File: src/core/bfd_pkg.sv
// Package for the bridge fault and diagnostic block: register map, field layout and timing constants.
// Assumes a 40 MHz core clock and an APB master that reaches the control and status words.
package bfd_pkg;

	localparam int CLK_MHZ = 40;
	localparam int CLK_KHZ = 40000;

	// Blanking delay is one to four microseconds, selected by a two-bit code.
	localparam int BLANK_BASE_US = 1;
	localparam int BLANK_BASE_CYC = BLANK_BASE_US * CLK_MHZ;
	// Open-load lockout is ten to forty milliseconds.
	localparam int OL_BASE_MS = 10;
	localparam int OL_BASE_CYC_DEF = OL_BASE_MS * CLK_KHZ;

	localparam logic [7:0] ADDR_CFG = 8'h00;
	localparam logic [7:0] ADDR_CTRL = 8'h04;
	localparam logic [7:0] ADDR_STEP_ANGLE = 8'h08;
	localparam logic [7:0] ADDR_BRIDGE_FAULT = 8'h0c;
	localparam logic [7:0] ADDR_STATUS = 8'h10;
	localparam logic [7:0] ADDR_STATUS_CLR = 8'h14;

	// Config word fields.
	localparam int CFG_MXI_LSB = 0;
	localparam int CFG_TOC_LSB = 4;
	localparam int CFG_TOL_LSB = 6;
	localparam int CFG_OFA_BIT = 8;
	localparam int CFG_OLT_BIT = 9;
	localparam int CFG_SPF_BIT = 10;
	localparam int CFG_GEN_BIT = 11;
	localparam logic [11:0] CFG_RESET = 12'h800;

	// Control word fields.
	localparam int CTRL_SLP_BIT = 0;

	// Status word fields.
	localparam int ST_OCA = 0;
	localparam int ST_OCB = 1;
	localparam int ST_OLA = 2;
	localparam int ST_OLB = 3;
	localparam int ST_POR = 14;
	localparam int ST_FF = 15;
	localparam logic [15:0] ST_RESET = 16'hc000;

	localparam logic [5:0] HOME_SINGLE = 6'h00;
	localparam logic [5:0] HOME_OTHER = 6'h08;
	localparam logic [3:0] MXI_LOW_MAX = 4'h1;

	typedef struct packed {
		logic [7:0] oc_raw;
		logic [1:0] ol_below;
		logic [1:0] ol_target_ok;
		logic [1:0] trip_reached;
	} bfd_analog_t;

	typedef struct packed {
		logic gen_flag_sel;
		logic single_phase;
		logic level_sel;
		logic retry_disable;
		logic [1:0] ol_delay;
		logic [1:0] blank_sel;
		logic [3:0] max_code;
	} bfd_cfg_t;

endpackage

File: src/core/bfd_top.sv
// Bridge fault detection and clearing logic: blanking, latching, open-load lockout and clear sources.
// Assumes the analog comparator outputs, the step and reset_sleep pins are asynchronous to core_clk.
`timescale 1ns/1ps

module bfd_top #(
	parameter int OL_BASE_CYC = bfd_pkg::OL_BASE_CYC_DEF
)(
	// Clock and reset
	input wire logic core_clk,
	input wire logic nrst,
	// APB slave
	input wire logic psel,
	input wire logic penable,
	input wire logic pwrite,
	input wire logic [7:0] paddr,
	input wire logic [31:0] pwdata,
	output logic [31:0] prdata,
	output logic pready,
	output logic pslverr,
	// Pins and analog monitors
	input wire logic step_pin,
	input wire logic reset_sleep_pin,
	input wire bfd_pkg::bfd_analog_t analog_in,
	input wire logic [5:0] step_angle_in,
	input wire logic step_angle_load,
	// Outputs
	output logic fault_out_pin,
	output logic [1:0] bridge_enable,
	output logic low_thresh_reduced,
	output logic ol_level_high,
	output logic [5:0] step_angle
);

	localparam int OL_W = 23;

	bfd_pkg::bfd_analog_t an_s1_q, an_s2_q;
	logic [2:0] step_s_q, rst_s_q;
	logic [11:0] cfg_q, cfg_d;
	logic sleep_bit_q, sleep_bit_d;
	logic slept_q, slept_d;
	logic [7:0] bridge_fault_q, bridge_fault_d;
	logic [15:0] status_q, status_d;
	logic [5:0] angle_q, angle_d;
	logic [7:0] oc_fault_q, oc_fault_d;
	logic [1:0] ol_state_q, ol_state_d;
	logic [7:0] blank_cnt_q [8];
	logic [7:0] blank_cnt_d [8];
	logic [OL_W-1:0] ol_cnt_q, ol_cnt_d;
	logic ol_armed_q, ol_armed_d;
	logic [31:0] prdata_q, prdata_d;
	logic step_rise, rst_rise, in_sleep, wake_clear, pulse_clear;
	logic apb_acc, apb_wr, apb_rd, apb_setup_rd;
	logic rd_bridge, wr_status, oc_clear, ol_sample;
	logic [7:0] blank_term;
	logic [OL_W-1:0] ol_term;
	bfd_pkg::bfd_cfg_t cfg;

	assign cfg = bfd_pkg::bfd_cfg_t'(cfg_q);
	assign apb_acc = psel && penable;
	assign apb_wr = apb_acc && pwrite;
	assign apb_rd = apb_acc && !pwrite;
	assign apb_setup_rd = psel && !penable && !pwrite;
	assign pready = 1'b1;
	assign pslverr = 1'b0;
	assign prdata = prdata_q;

	// Both pins and comparator outputs pass two flops before any use.
	always_ff @(posedge core_clk or negedge nrst)
	begin
		if (!nrst)
		begin
			an_s1_q <= '0;
			an_s2_q <= '0;
			step_s_q <= 3'h0;
			rst_s_q <= 3'h7;
		end
		else
		begin
			an_s1_q <= analog_in;
			an_s2_q <= an_s1_q;
			step_s_q <= {step_s_q[1:0], step_pin};
			rst_s_q <= {rst_s_q[1:0], reset_sleep_pin};
		end
	end

	assign step_rise = step_s_q[1] && !step_s_q[2];
	assign rst_rise = rst_s_q[1] && !rst_s_q[2];
	assign in_sleep = !rst_s_q[2] || sleep_bit_q;
	// Any low on the pin counts as sleep; the pulse and the wake clear the same fault state, and only the wake homes the step angle.
	assign pulse_clear = rst_rise;
	assign wake_clear = slept_q && !in_sleep;
	assign rd_bridge = apb_rd && (paddr == bfd_pkg::ADDR_BRIDGE_FAULT);
	assign wr_status = apb_wr;
	assign oc_clear = rd_bridge || pulse_clear || wake_clear || (step_rise && !cfg.retry_disable);
	assign low_thresh_reduced = cfg.max_code <= bfd_pkg::MXI_LOW_MAX;
	assign ol_level_high = cfg.level_sel;
	assign blank_term = 8'((32'(cfg.blank_sel) + 32'd1) * bfd_pkg::BLANK_BASE_CYC);
	assign ol_term = OL_W'((32'(cfg.ol_delay) + 32'd1) * OL_BASE_CYC);
	assign ol_sample = ol_armed_q && (ol_cnt_q == ol_term);

	// Register writes land at the access edge of a write transfer.
	always_comb
	begin
		cfg_d = cfg_q;
		if (apb_wr && paddr == bfd_pkg::ADDR_CFG)
		begin
			cfg_d = pwdata[11:0];
		end
	end

	always_ff @(posedge core_clk or negedge nrst)
	begin
		if (!nrst)
			cfg_q <= bfd_pkg::CFG_RESET;
		else
			cfg_q <= cfg_d;
	end

	always_comb
	begin
		sleep_bit_d = sleep_bit_q;
		if (apb_wr && paddr == bfd_pkg::ADDR_CTRL)
		begin
			sleep_bit_d = pwdata[bfd_pkg::CTRL_SLP_BIT];
		end
	end

	always_ff @(posedge core_clk or negedge nrst)
	begin
		if (!nrst)
			sleep_bit_q <= 1'b0;
		else
			sleep_bit_q <= sleep_bit_d;
	end

	// Read data is captured in the setup cycle so that it already stands at the access edge.
	// A clear-on-read then acts at that same edge without hiding the word being returned.
	always_comb
	begin
		prdata_d = prdata_q;
		if (apb_setup_rd)
		begin
			case (paddr)
				bfd_pkg::ADDR_CFG: prdata_d = {20'h0, cfg_q};
				bfd_pkg::ADDR_CTRL: prdata_d = {31'h0, sleep_bit_q};
				bfd_pkg::ADDR_STEP_ANGLE: prdata_d = {26'h0, angle_q};
				bfd_pkg::ADDR_BRIDGE_FAULT: prdata_d = {24'h0, bridge_fault_q};
				bfd_pkg::ADDR_STATUS: prdata_d = {16'h0, status_q};
				default: prdata_d = 32'h0;
			endcase
		end
	end

	always_ff @(posedge core_clk or negedge nrst)
	begin
		if (!nrst)
			prdata_q <= 32'h0;
		else
			prdata_q <= prdata_d;
	end

	// The sleep memory is set while asleep and dropped by the wake clear it causes.
	always_comb
	begin
		slept_d = slept_q;
		if (in_sleep)
			slept_d = 1'b1;
		else if (wake_clear)
			slept_d = 1'b0;
	end

	always_ff @(posedge core_clk or negedge nrst)
	begin
		if (!nrst)
			slept_q <= 1'b0;
		else
			slept_q <= slept_d;
	end

	// Homing on wake takes priority over a translator load in the same cycle.
	always_comb
	begin
		angle_d = angle_q;
		if (wake_clear)
		begin
			angle_d = cfg.single_phase ? bfd_pkg::HOME_SINGLE : bfd_pkg::HOME_OTHER;
		end
		else if (step_angle_load)
		begin
			angle_d = step_angle_in;
		end
	end

	always_ff @(posedge core_clk or negedge nrst)
	begin
		if (!nrst)
			angle_q <= bfd_pkg::HOME_OTHER;
		else
			angle_q <= angle_d;
	end

	// Blanking counter per transistor; a gap in the condition restarts it.
	genvar gi;
	generate
		for (gi = 0; gi < 8; gi++)
		begin : g_blank
			always_comb
			begin
				blank_cnt_d[gi] = 8'h0;
				if (an_s2_q.oc_raw[gi] && !oc_fault_q[gi])
				begin
					blank_cnt_d[gi] = (blank_cnt_q[gi] == blank_term) ? blank_cnt_q[gi] : blank_cnt_q[gi] + 8'h1;
				end
			end
			always_ff @(posedge core_clk or negedge nrst)
			begin
				if (!nrst)
					blank_cnt_q[gi] <= 8'h0;
				else
					blank_cnt_q[gi] <= blank_cnt_d[gi];
			end
		end
	endgenerate

	always_comb
	begin
		oc_fault_d = oc_fault_q;
		bridge_fault_d = bridge_fault_q;
		status_d = status_q;
		ol_state_d = ol_state_q;
		ol_cnt_d = ol_cnt_q;
		ol_armed_d = ol_armed_q;
		// Clears first so that a detection in the same cycle wins.
		if (oc_clear)
		begin
			oc_fault_d = 8'h0;
		end
		if (rd_bridge || pulse_clear || wake_clear)
		begin
			bridge_fault_d = 8'h0;
			status_d[bfd_pkg::ST_OCA] = 1'b0;
			status_d[bfd_pkg::ST_OCB] = 1'b0;
		end
		if (wr_status || pulse_clear || wake_clear)
		begin
			ol_state_d = 2'h0;
			status_d[bfd_pkg::ST_OLA] = 1'b0;
			status_d[bfd_pkg::ST_OLB] = 1'b0;
		end
		if (wr_status)
		begin
			status_d[bfd_pkg::ST_POR] = 1'b0;
			status_d[bfd_pkg::ST_FF] = 1'b0;
		end
		for (int i = 0; i < 8; i++)
		begin
			if (blank_cnt_q[i] == blank_term && an_s2_q.oc_raw[i])
			begin
				oc_fault_d[i] = 1'b1;
				bridge_fault_d[i] = 1'b1;
			end
		end
		if (|bridge_fault_d[3:0])
			status_d[bfd_pkg::ST_OCA] = 1'b1;
		if (|bridge_fault_d[7:4])
			status_d[bfd_pkg::ST_OCB] = 1'b1;
		// Lockout restarts on every step command.
		if (step_rise)
		begin
			ol_cnt_d = '0;
			ol_armed_d = 1'b1;
			ol_state_d = 2'h0;
		end
		else if (ol_sample)
		begin
			ol_armed_d = 1'b0;
			for (int p = 0; p < 2; p++)
			begin
				if (an_s2_q.ol_target_ok[p])
				begin
					ol_state_d[p] = an_s2_q.ol_below[p];
				end
			end
		end
		else if (ol_armed_q)
		begin
			ol_cnt_d = ol_cnt_q + 1'b1;
		end
		for (int p = 0; p < 2; p++)
		begin
			if (an_s2_q.trip_reached[p])
				ol_state_d[p] = 1'b0;
			if (ol_state_d[p])
				status_d[bfd_pkg::ST_OLA + p] = 1'b1;
		end
	end

	always_ff @(posedge core_clk or negedge nrst)
	begin
		if (!nrst)
		begin
			oc_fault_q <= 8'h0;
			bridge_fault_q <= 8'h0;
			status_q <= bfd_pkg::ST_RESET;
		end
		else
		begin
			oc_fault_q <= oc_fault_d;
			bridge_fault_q <= bridge_fault_d;
			status_q <= status_d;
		end
	end

	always_ff @(posedge core_clk or negedge nrst)
	begin
		if (!nrst)
		begin
			ol_state_q <= 2'h0;
			ol_cnt_q <= '0;
			ol_armed_q <= 1'b0;
		end
		else
		begin
			ol_state_q <= ol_state_d;
			ol_cnt_q <= ol_cnt_d;
			ol_armed_q <= ol_armed_d;
		end
	end

	// Open-load never stops the bridge; only latched shorts and sleep do.
	assign bridge_enable[0] = !(|oc_fault_q[3:0]) && !in_sleep;
	assign bridge_enable[1] = !(|oc_fault_q[7:4]) && !in_sleep;
	// Step edges clear only the live fault, never the registers, so the pin follows live state.
	assign fault_out_pin = !(cfg.gen_flag_sel && ((|oc_fault_q) || (|ol_state_q)));
	assign step_angle = angle_q;

endmodule

File: config.mk
export PLATFORM = sky130hd
export DESIGN_NAME = bfd_top
export DESIGN_NICKNAME = d
export VERILOG_FILES = /design/src/core/bfd_pkg.sv /design/src/core/bfd_top.sv
export SDC_FILE = /design/constraint.sdc
export NUM_CORES = 1
export LEC_CHECK = 0
export BUFFER_PORTS_ARGS = -buffer_cell sky130_fd_sc_hd__buf_2
export CORE_UTILIZATION = 37
export DETAILED_ROUTE_END_ITERATION = 12
export GPL_TIMING_DRIVEN = 0
export PLACE_DENSITY = 0.62
export SLEW_MARGIN = 20
export SYNTH_ARGS = -nofsm -noshare
export SYNTH_HDL_FRONTEND = slang
export SYNTH_SLANG_ARGS = --single-unit
export TNS_END_PERCENT = 10
File: constraint.sdc
create_clock -name core_clk -period 4.7 [get_ports core_clk]
set_clock_uncertainty 0.1 [all_clocks]
set_input_delay 0.47 -clock core_clk [delete_from_list [all_inputs] [get_ports core_clk]]
set_output_delay 0.47 -clock core_clk [all_outputs]
set_load 0.01 [all_outputs]
==> run summary, run 1 <==
For this block, the via count after detailed routing is 6058. For this block, the routed nets add up to 18300 um of wire. Final hold slack: 0.0325 ns. Path type of the worst setup path: reg2reg. Leaving out fill and tap cells, the most frequent cell in the layout is dfrtp_1.

In the synthesized netlist the dominant register cell turns out to be dfrtp_1. Counting I/O delays and the setup requirement, the final critical path takes 3.36 ns. The detailed-route wire length per cell is 14.5 um. The signal arrival time at the worst endpoint is 3.63 ns, and the buffer levels on the longest clock path is 2.

Before antenna repair, the detailed router went through 6 iterations. The tree built by TritonCTS fans out to 178 sinks. Startpoint kind of the worst setup timing path: a flip-flop. The share of power burned in the clock network was 0.451; the layout overhead on the synthesized area was 17.6%.

TritonCTS built the clock tree. The logs give 0 for the number of antenna violations at the first check in global routing and 0 for the total congestion overflow. dfrtp_1 takes more of the synthesized area than any other cell.

The critical path startpoint was cfg[6]. Top-level I/O count: 113. At the placement stage, the worst setup path has a slack of 1.39 ns. Count of standard-cell rows: 55.

The number of different library cells used by synthesis comes to 59. Setup repair after global routing left no endpoint under its margin. The die covers 0.0241 mm2.

The tools report the overall routing resource usage as 0.162. The share of synthesized cell area in and, or, nand and nor gates was 0.187. The fraction of final layout cells with drive strength greater than 1 is 0.168, and the number of port buffers is 69.

The worst max-slew margin expressed relative to the limit was 0.298; the post-route clock period utilization was 0.714. The total negative slack is 0 ns, and the peak supply drop is 0.000192 V. Summed over all nets, the switching power comes to 0.000794 W. The kind of end point of the critical path was a flip-flop. The library cells used most frequently in the layout, excluding fill and tap cells, are dfrtp_1 (172), nor2_1 (113), buf_2 (73), xor2_1 (67), nand3_1 (50).

The number of slew-limit violations in the final report is 0, and the remaining antenna violation count after routing is 0. Setup slack on the worst reg-to-reg path comes out at 1.34 ns. The logs give 0.515 for the share of synthesized area occupied by flip-flops and latches and 1.34 ns for the final worst slack.

The count of warnings emitted by yosys was 0. The mapped netlist covers 0.00867 mm2. The core area is 0.0228 mm2. The final layout contains 1032 nets.

The clock input transition at the sequential cells of the worst setup and hold paths works out to 0.06 ns. Max-cap violations in this run came to 0. The internal power summed over all cells was 0.00267 W.

The area share of xor/xnor cells in the synthesized design was 0.0990. The class of the worst hold path was in2reg. The vias per cell came out at 4.81. Count of final hold-check violations: 0.

The number of buffers created by CTS was 17. The total power per unit cell area works out to 340 mW/mm2. Largest family of logic cells by synthesized area: simple AND/OR/NAND/NOR gates. The measured slew at the worst slew-check pin works out to 1.04 ns. The logs give 4 for the number of H-tree levels and 74 for the maximum number of pins on one net before global-route repair.

The first global-routing pass estimated 30500 um of wire. For this design the static power due to leakage is 5.04 nW. The proportion of synthesized flip-flops having asynchronous set or reset works out to 1.00.

The tools report the final number of setup-violating endpoints as 0. The routability-driven placement congestion ratio is 0.832. For the fmax, the log shows 0.298 GHz. The starting utilization of the core area came out at 0.381. Counting flops and latches in the post-synthesis netlist gives 178. Counting tap cells, the placed design contains a total of 1227 instances. The count of flip-flops with a built-in enable after synthesis came out at 0. Cell at the root of the clock tree: clkbuf_16.

The adder and majority gate portion of the synthesized area came out at 0.0433. Measured along the y axis, the die boundary spans 155 um. The count of mapped cells out of synthesis was 825. In this run the horizontal extent of the chip is 155 um.

The flow ran to the end, and the final reports show no timing, DRC or antenna violations. After routing the design area is 0.0102 mm2. For the data required time at the worst endpoint, the log shows 4.97 ns.

Post-CTS repair changed the size of 0 cells. The switching part of the total is 0.229, and the diode insertion count for antenna repair is 0. The filler-free cell count of the finished design came out at 1260. The mean cell area of the mapped netlist is 10.5 um2, and the multiplexer share of the synthesized area is 0.0434. The logic gate share of total power came out at 0.077.

The launch point of the worst hold path is reset_sleep_pin. The post-synthesis compound-gate area fraction was 0.0638; the number of global-route vias before repair was 5862. The post-route DRC violation count is 0, and the half-perimeter wire length of the detailed placement result is 12900 um. The area share of the largest cell type after synthesis is 0.496.

Launch instance of the worst register-to-register path: cfg[6]. The worst-skew pair later-pin latency is 0.44 ns, and the sequential cell fraction of total power is 0.472. The run gives 0.00954 mm2 as the area of placed instances. Sorting the synthesized cells by area gives the leading types as dfrtp_1 (50%), xor2_1 (6.8%), nor2_1 (4.9%), ha_1 (4.3%), xnor2_1 (3.1%). Along the worst path, the maximum fanout reaches 10. After the first detailed-routing iteration, the DRC count stood at 249.
power groups by stage:
stage | sequential (W) | combinational [W] | clock, W
floorplan | 0.00165 | 0.000165 | 0
global placement | 0.00166 | 0.000259 | 0
CTS | 0.00163 | 0.000272 | 0.00160
finish | 0.00163 | 0.000268 | 0.00156
detailed placement | 0.00166 | 0.000270 | 0
global route | 0.00164 | 0.000307 | 0.00167
cell usage after synthesis (11+ instances only):
cell type  count
nand2_1       48
mux2i_1       17
inv_1         36
ha_1          30
dfrtp_1      172
o21ai_0       11
xnor2_1       31
nand3_1       50
a21oi_1       24
xor2_1        67
buf_4         23
clkbuf_1      15
nor2_1       113
and3_1        22
layer usage:
layer	wire length, um	track usage
met5	0	0
met4	353	0.0589
met2	8290	0.251
met1	8960	0.225
met3	653	0.0334
worst paths after layout:
kind | to | cells after the start
max | ol_cnt_q[0] | 12
max reg2reg | ol_cnt_q[0] | 12
min | rst_s_q[0] | 1
max in group asynchronous | blank_cnt_q[55] | 4
min reg2reg | an_s2_q[0] | 0
min in group asynchronous | ol_cnt_q[15] | 2
final cells by class:
class / count / area [um2]
Buffer: 46 / 280
Clock buffer: 22 / 464
Clock inverter: 10 / 183
Fill cell: 2123 / 12600
Inverter: 36 / 135
Multi-Input combinational cell: 583 / 3860
Sequential cell: 178 / 4460
Tap cell: 313 / 392
Timing Repair Buffer: 72 / 420
worst max-delay path, stage by stage (launching register included):
cell and delay, ns:
dfrtp_1 0.43, buf_2 0.27, inv_1 0.13, ha_1 0.29
clkbuf_1 0.33, xnor2_1 0.13, ha_1 0.30, xnor2_1 0.14
xnor2_1 0.15, a2111oi_2 0.42, nand3_1 0.22, a211o_1 0.33
nand2_1 0.05
through the flow:
stage | total power [W] | util
after global routing | 0.00362 | 0.448
after floorplan | 0.00182 | -
after global placement | 0.00192 | 0.416
after CTS | 0.00350 | 0.448
after detailed placement | 0.00193 | 0.419
final | 0.00346 | 0.448
sequential cells by signal (all words and copies together) (netlist names), 5 cells and up:
signal and count:
step_angle 6, an_s1_q 14, bridge_fault_q 8, status_q 5, an_s2_q 14, prdata 13
blank_cnt_q 64, ol_cnt_q 23, cfg 12, oc_fault_q 8
cells by family (layout without fill, tap and decap cells):
family                     after synthesis  after routing
and+or+nand+nor                        323            323
muxes                                   31             31
adders and majority gates               30             30
other                                    2             20
AOI/OAI and AO/OA                       81             81
xor gates and xnor gates                98             98
DFF                                    178            178
buffers and inverters                   82            186
repair_timing:
item,in CTS,in global routing
hold endpoints to repair,32,0
hold buffers,1,0
setup endpoints to repair,0,0
buffers inserted,0,0
Power figures use the tool's default switching activity.
==> run 2: changes to the inputs <==
Settings changed: PLACE_DENSITY 0.62 to 0.64.
Clock period 4.7 ns to 2.8 ns, I/O delays scaled along.
==> run 2 against run 1 <==
Effect of this change: combinational power is 87% higher; via count grew 3.0%; core utilization grew 1.7 points; final cell count rose by 2.5%; first-iteration DRC count is 25% higher; final area up 3.9%; power up 65%; non-clock buffer count up 32; critical path depth is 1 lower; wire length rose by 0.35%; hold slack worse by 0.011 ns.
==> run summary, run 2 (synthesis results as in run 1) <==
Number of global-route vias before repair: 6047 (was 5862). The number of slew-limit violations in the final report is 0 (unchanged). The slowest library cell on the worst path was dfrtp_1 (unchanged). The flow ran to the end, and the final reports show no timing, DRC or antenna violations.

The depth of the worst hold-timing path was 2 (was 1); the post-route clock period utilization was 0.962 (was 0.714). Clock input transition at the sequential cells of the worst setup and hold paths: 0.07 ns (was 0.06 ns). The kind of end point of the critical path was a flip-flop (unchanged). The die extent in y was 155 um (unchanged); the diode insertion count for antenna repair was 0 (unchanged). The launch instance of the worst register-to-register path was cfg[6] (unchanged). The final core utilization is 0.465 (was 0.448), and the horizontal die dimension is 155 um (unchanged). The class of the worst hold path was in2reg (unchanged). Routability-driven placement congestion ratio: 0.820 (was 0.832). The post-layout total power came out at 0.00571 W (was 0.00346 W).

The length of the first detailed-routing pass in iterations came out at 6 (unchanged). The logs give 12700 um (was 12900 um) for the half-perimeter wire length of the detailed placement result and 113 (unchanged) for the top-level I/O count. The path type of the worst setup path was reg2reg (unchanged). The number of buffers created by CTS is 17 (unchanged). Number of cells on the worst reg-to-reg path: 11 (was 12). The tools report the endpoint of the most critical register-to-register path as ol_cnt_q[2] (was ol_cnt_q[0]).

Detailed-route wire length per cell: 14.2 um (was 14.5 um). Starting utilization of the core area: 0.381 (unchanged). The fmax came out at 0.371 GHz (was 0.298 GHz). The logs give 84 (was 74) for the maximum number of pins on one net before global-route repair and 6242 (was 6058) for the total vias in the final route. The tools report the cell at the root of the clock tree as clkbuf_16 (unchanged). The library cell appearing most often on the critical path is xnor2_2 (was xnor2_1). The number of port buffers is 69 (unchanged). The total congestion overflow was 0 (unchanged). Commonest non-fill, non-tap cells in the layout: dfrtp_1 (171), nor2_1 (113), buf_2 (72), xor2_1 (67), nand3_1 (50) (was dfrtp_1 (172), nor2_1 (113), buf_2 (73), xor2_1 (67), nand3_1 (50)). The largest stage delay on the critical path is 0.40 ns (was 0.43 ns), and the final hold slack is 0.0214 ns (was 0.0325 ns). The count of final hold-check violations is 0 (unchanged). The worst max-slew margin expressed relative to the limit was 0.400 (was 0.298). The count of clock tree sinks is 178 (unchanged). The leading cell type in the layout, fill and taps excluded is dfrtp_1 (unchanged). The core area came out at 0.0228 mm2 (unchanged). The tools report the startpoint kind of the worst setup timing path as a flip-flop (unchanged). The number of max-capacitance violations reported is 0 (unchanged), and the peak supply drop is 0.000309 V (was 0.000192 V).

The buffer levels on the longest clock path was 2 (unchanged); the data required time at the worst endpoint was 3.05 ns (was 4.97 ns). The minimum clock period after layout is 2.69 ns (was 3.36 ns), and the net count reported at finish is 1064 (was 1032). The fraction of final layout cells with drive strength greater than 1 was 0.178 (was 0.168); the number of H-tree levels was 4 (unchanged).

The logs give 30400 um (was 30500 um) for the wire length of the first global-routing pass and 0.107 ns (was 1.34 ns) for the final worst slack. TritonCTS built the clock tree. The worst-skew pair later-pin latency came out at 0.43 ns (was 0.44 ns). The tools report the DRC violation total after the first TritonRoute iteration as 312 (was 249). The area of the die was 0.0241 mm2 (unchanged); the vias per cell was 4.84 (was 4.81).

The tools report the remaining antenna violation count after routing as 0 (unchanged). The count of standard-cell rows is 55 (unchanged), and the measured slew at the worst slew-check pin is 0.892 ns (was 1.04 ns). The flip-flop count of the largest register, all copies and words added is 64 (unchanged), and the signal arrival time at the worst endpoint is 2.95 ns (was 3.63 ns). The tools report the post-route DRC violation count as 0 (unchanged).

The layout overhead on the synthesized area works out to 22.1% (was 17.6%). The overall routing resource usage was 0.160 (was 0.162). The tools report the launch point of the worst hold path as pwdata[1] (was reset_sleep_pin). The number of antenna violations at the first check in global routing is 0 (unchanged), and the slack of the worst reg-to-reg path is 0.11 ns (was 1.34 ns). The total power per unit cell area was 539 mW/mm2 (was 340 mW/mm2). The pre-CTS setup slack was -0.385 ns (was 1.39 ns); the total negative slack was 0 ns (unchanged).

Critical-path cell list: buf_6 -> inv_2 -> ha_4 -> xnor2_1 -> ha_1 -> xnor2_2 -> xnor2_2 -> a2111oi_4 -> and3_1 -> or3_1 -> a21oi_1 (was buf_2 -> inv_1 -> ha_1 -> clkbuf_1 -> xnor2_1 -> ha_1 -> xnor2_1 -> xnor2_1 -> a2111oi_2 -> nand3_1 -> a211o_1 -> nand2_1). The run gives 18300 um (about the same) as the total routed wirelength. The leakage dissipation is 5.15 nW (was 5.04 nW), and the maximum fanout count along the critical path is 10 (unchanged). The worst hold endpoint was cfg[1] (was rst_s_q[0]). Largest registers: blank_cnt_q x64, ol_cnt_q x23 (unchanged). The final number of setup-violating endpoints is 0 (unchanged). The register name with the most flops is blank_cnt_q (unchanged). Setup repair after global routing could not meet its margin everywhere.
[run 2: cell types whose count changed in the layout (fill, tap and decap cells not counted), sizes merged]
cell / delta
bufinv: -2
clkinvlp: +3
clkinv: -3
dlygate4sd3: +32
clkbuf: -3
inv: +3
buf: +1
[run 2: repair_timing]
| action | CTS | global route |
|---|---|---|
| endpoints found under the setup margin | 9 | 21 |
| hold buffers | 33 | 0 |
| pin swaps | 4 | 2 |
| resized for setup | 12 | 7 |
| cloned | 0 | 0 |
| buffers inserted | 1 | 0 |
| hold endpoints to repair | 71 | 0 |
[run 2: layer usage]
metal	GRT usage	vias to the layer above	routed length, um	part of all wire
li1	-	3029	-	-
met4	0.0448	0	217	0.012
met5	0	-	0	0
met2	0.258	141	8570	0.47
met3	0.0359	25	785	0.043
met1	0.216	3047	8740	0.48
[run 2: where the power goes]
group | switching [W] | internal (W)
sequential | 0.0000806 | 0.00266
clock | 0.00103 | 0.00143
combinational | 0.000278 | 0.000224
[run 2: worst max-delay path: cells and delay by family, from the launching register on]
family | cells | cell delay [ns]
and+or+nand+nor | 2 | 0.57
xor gates and xnor gates | 3 | 0.52
buffers and inverters | 2 | 0.25
AOI/OAI and AO/OA | 2 | 0.22
adders and majority gates | 2 | 0.55
DFF | 1 | 0.40
[run 2: how the worst max path moves through the flow]
stage	from	end	slack [ns]	depth (start not counted)
3_3_place_gp	nrst	blank_cnt_q[18]	-1.51	1
6_report	cfg[6]	ol_cnt_q[2]	0.11	11
3_5_place_dp	cfg[6]	status_q[3]	-0.39	12
4_1_cts	cfg[5]	status_q[0]	0.008	8
2_1_floorplan	cfg[6]	ol_cnt_q[0]	0.01	12
5_1_grt	cfg[6]	ol_cnt_q[2]	-0.04	11
[run 2: metrics by stage]
step	area, um2	std cells
after global placement	9480	1225
final	10600	1291
after global routing	10600	1291
after floorplan	8740	843
after detailed placement	9540	1227
after CTS	10500	1291
[run 2: layout make-up]
cell class              count  area (um2)
clock inverters            11         153
well taps                 313         392
inverters                  36         135
plain buffers              45         283
repair buffers            105         748
flip-flops and latches    178        4460
fillers                  2115       12200
multi-input cells         583        3970
clock buffers              20         447
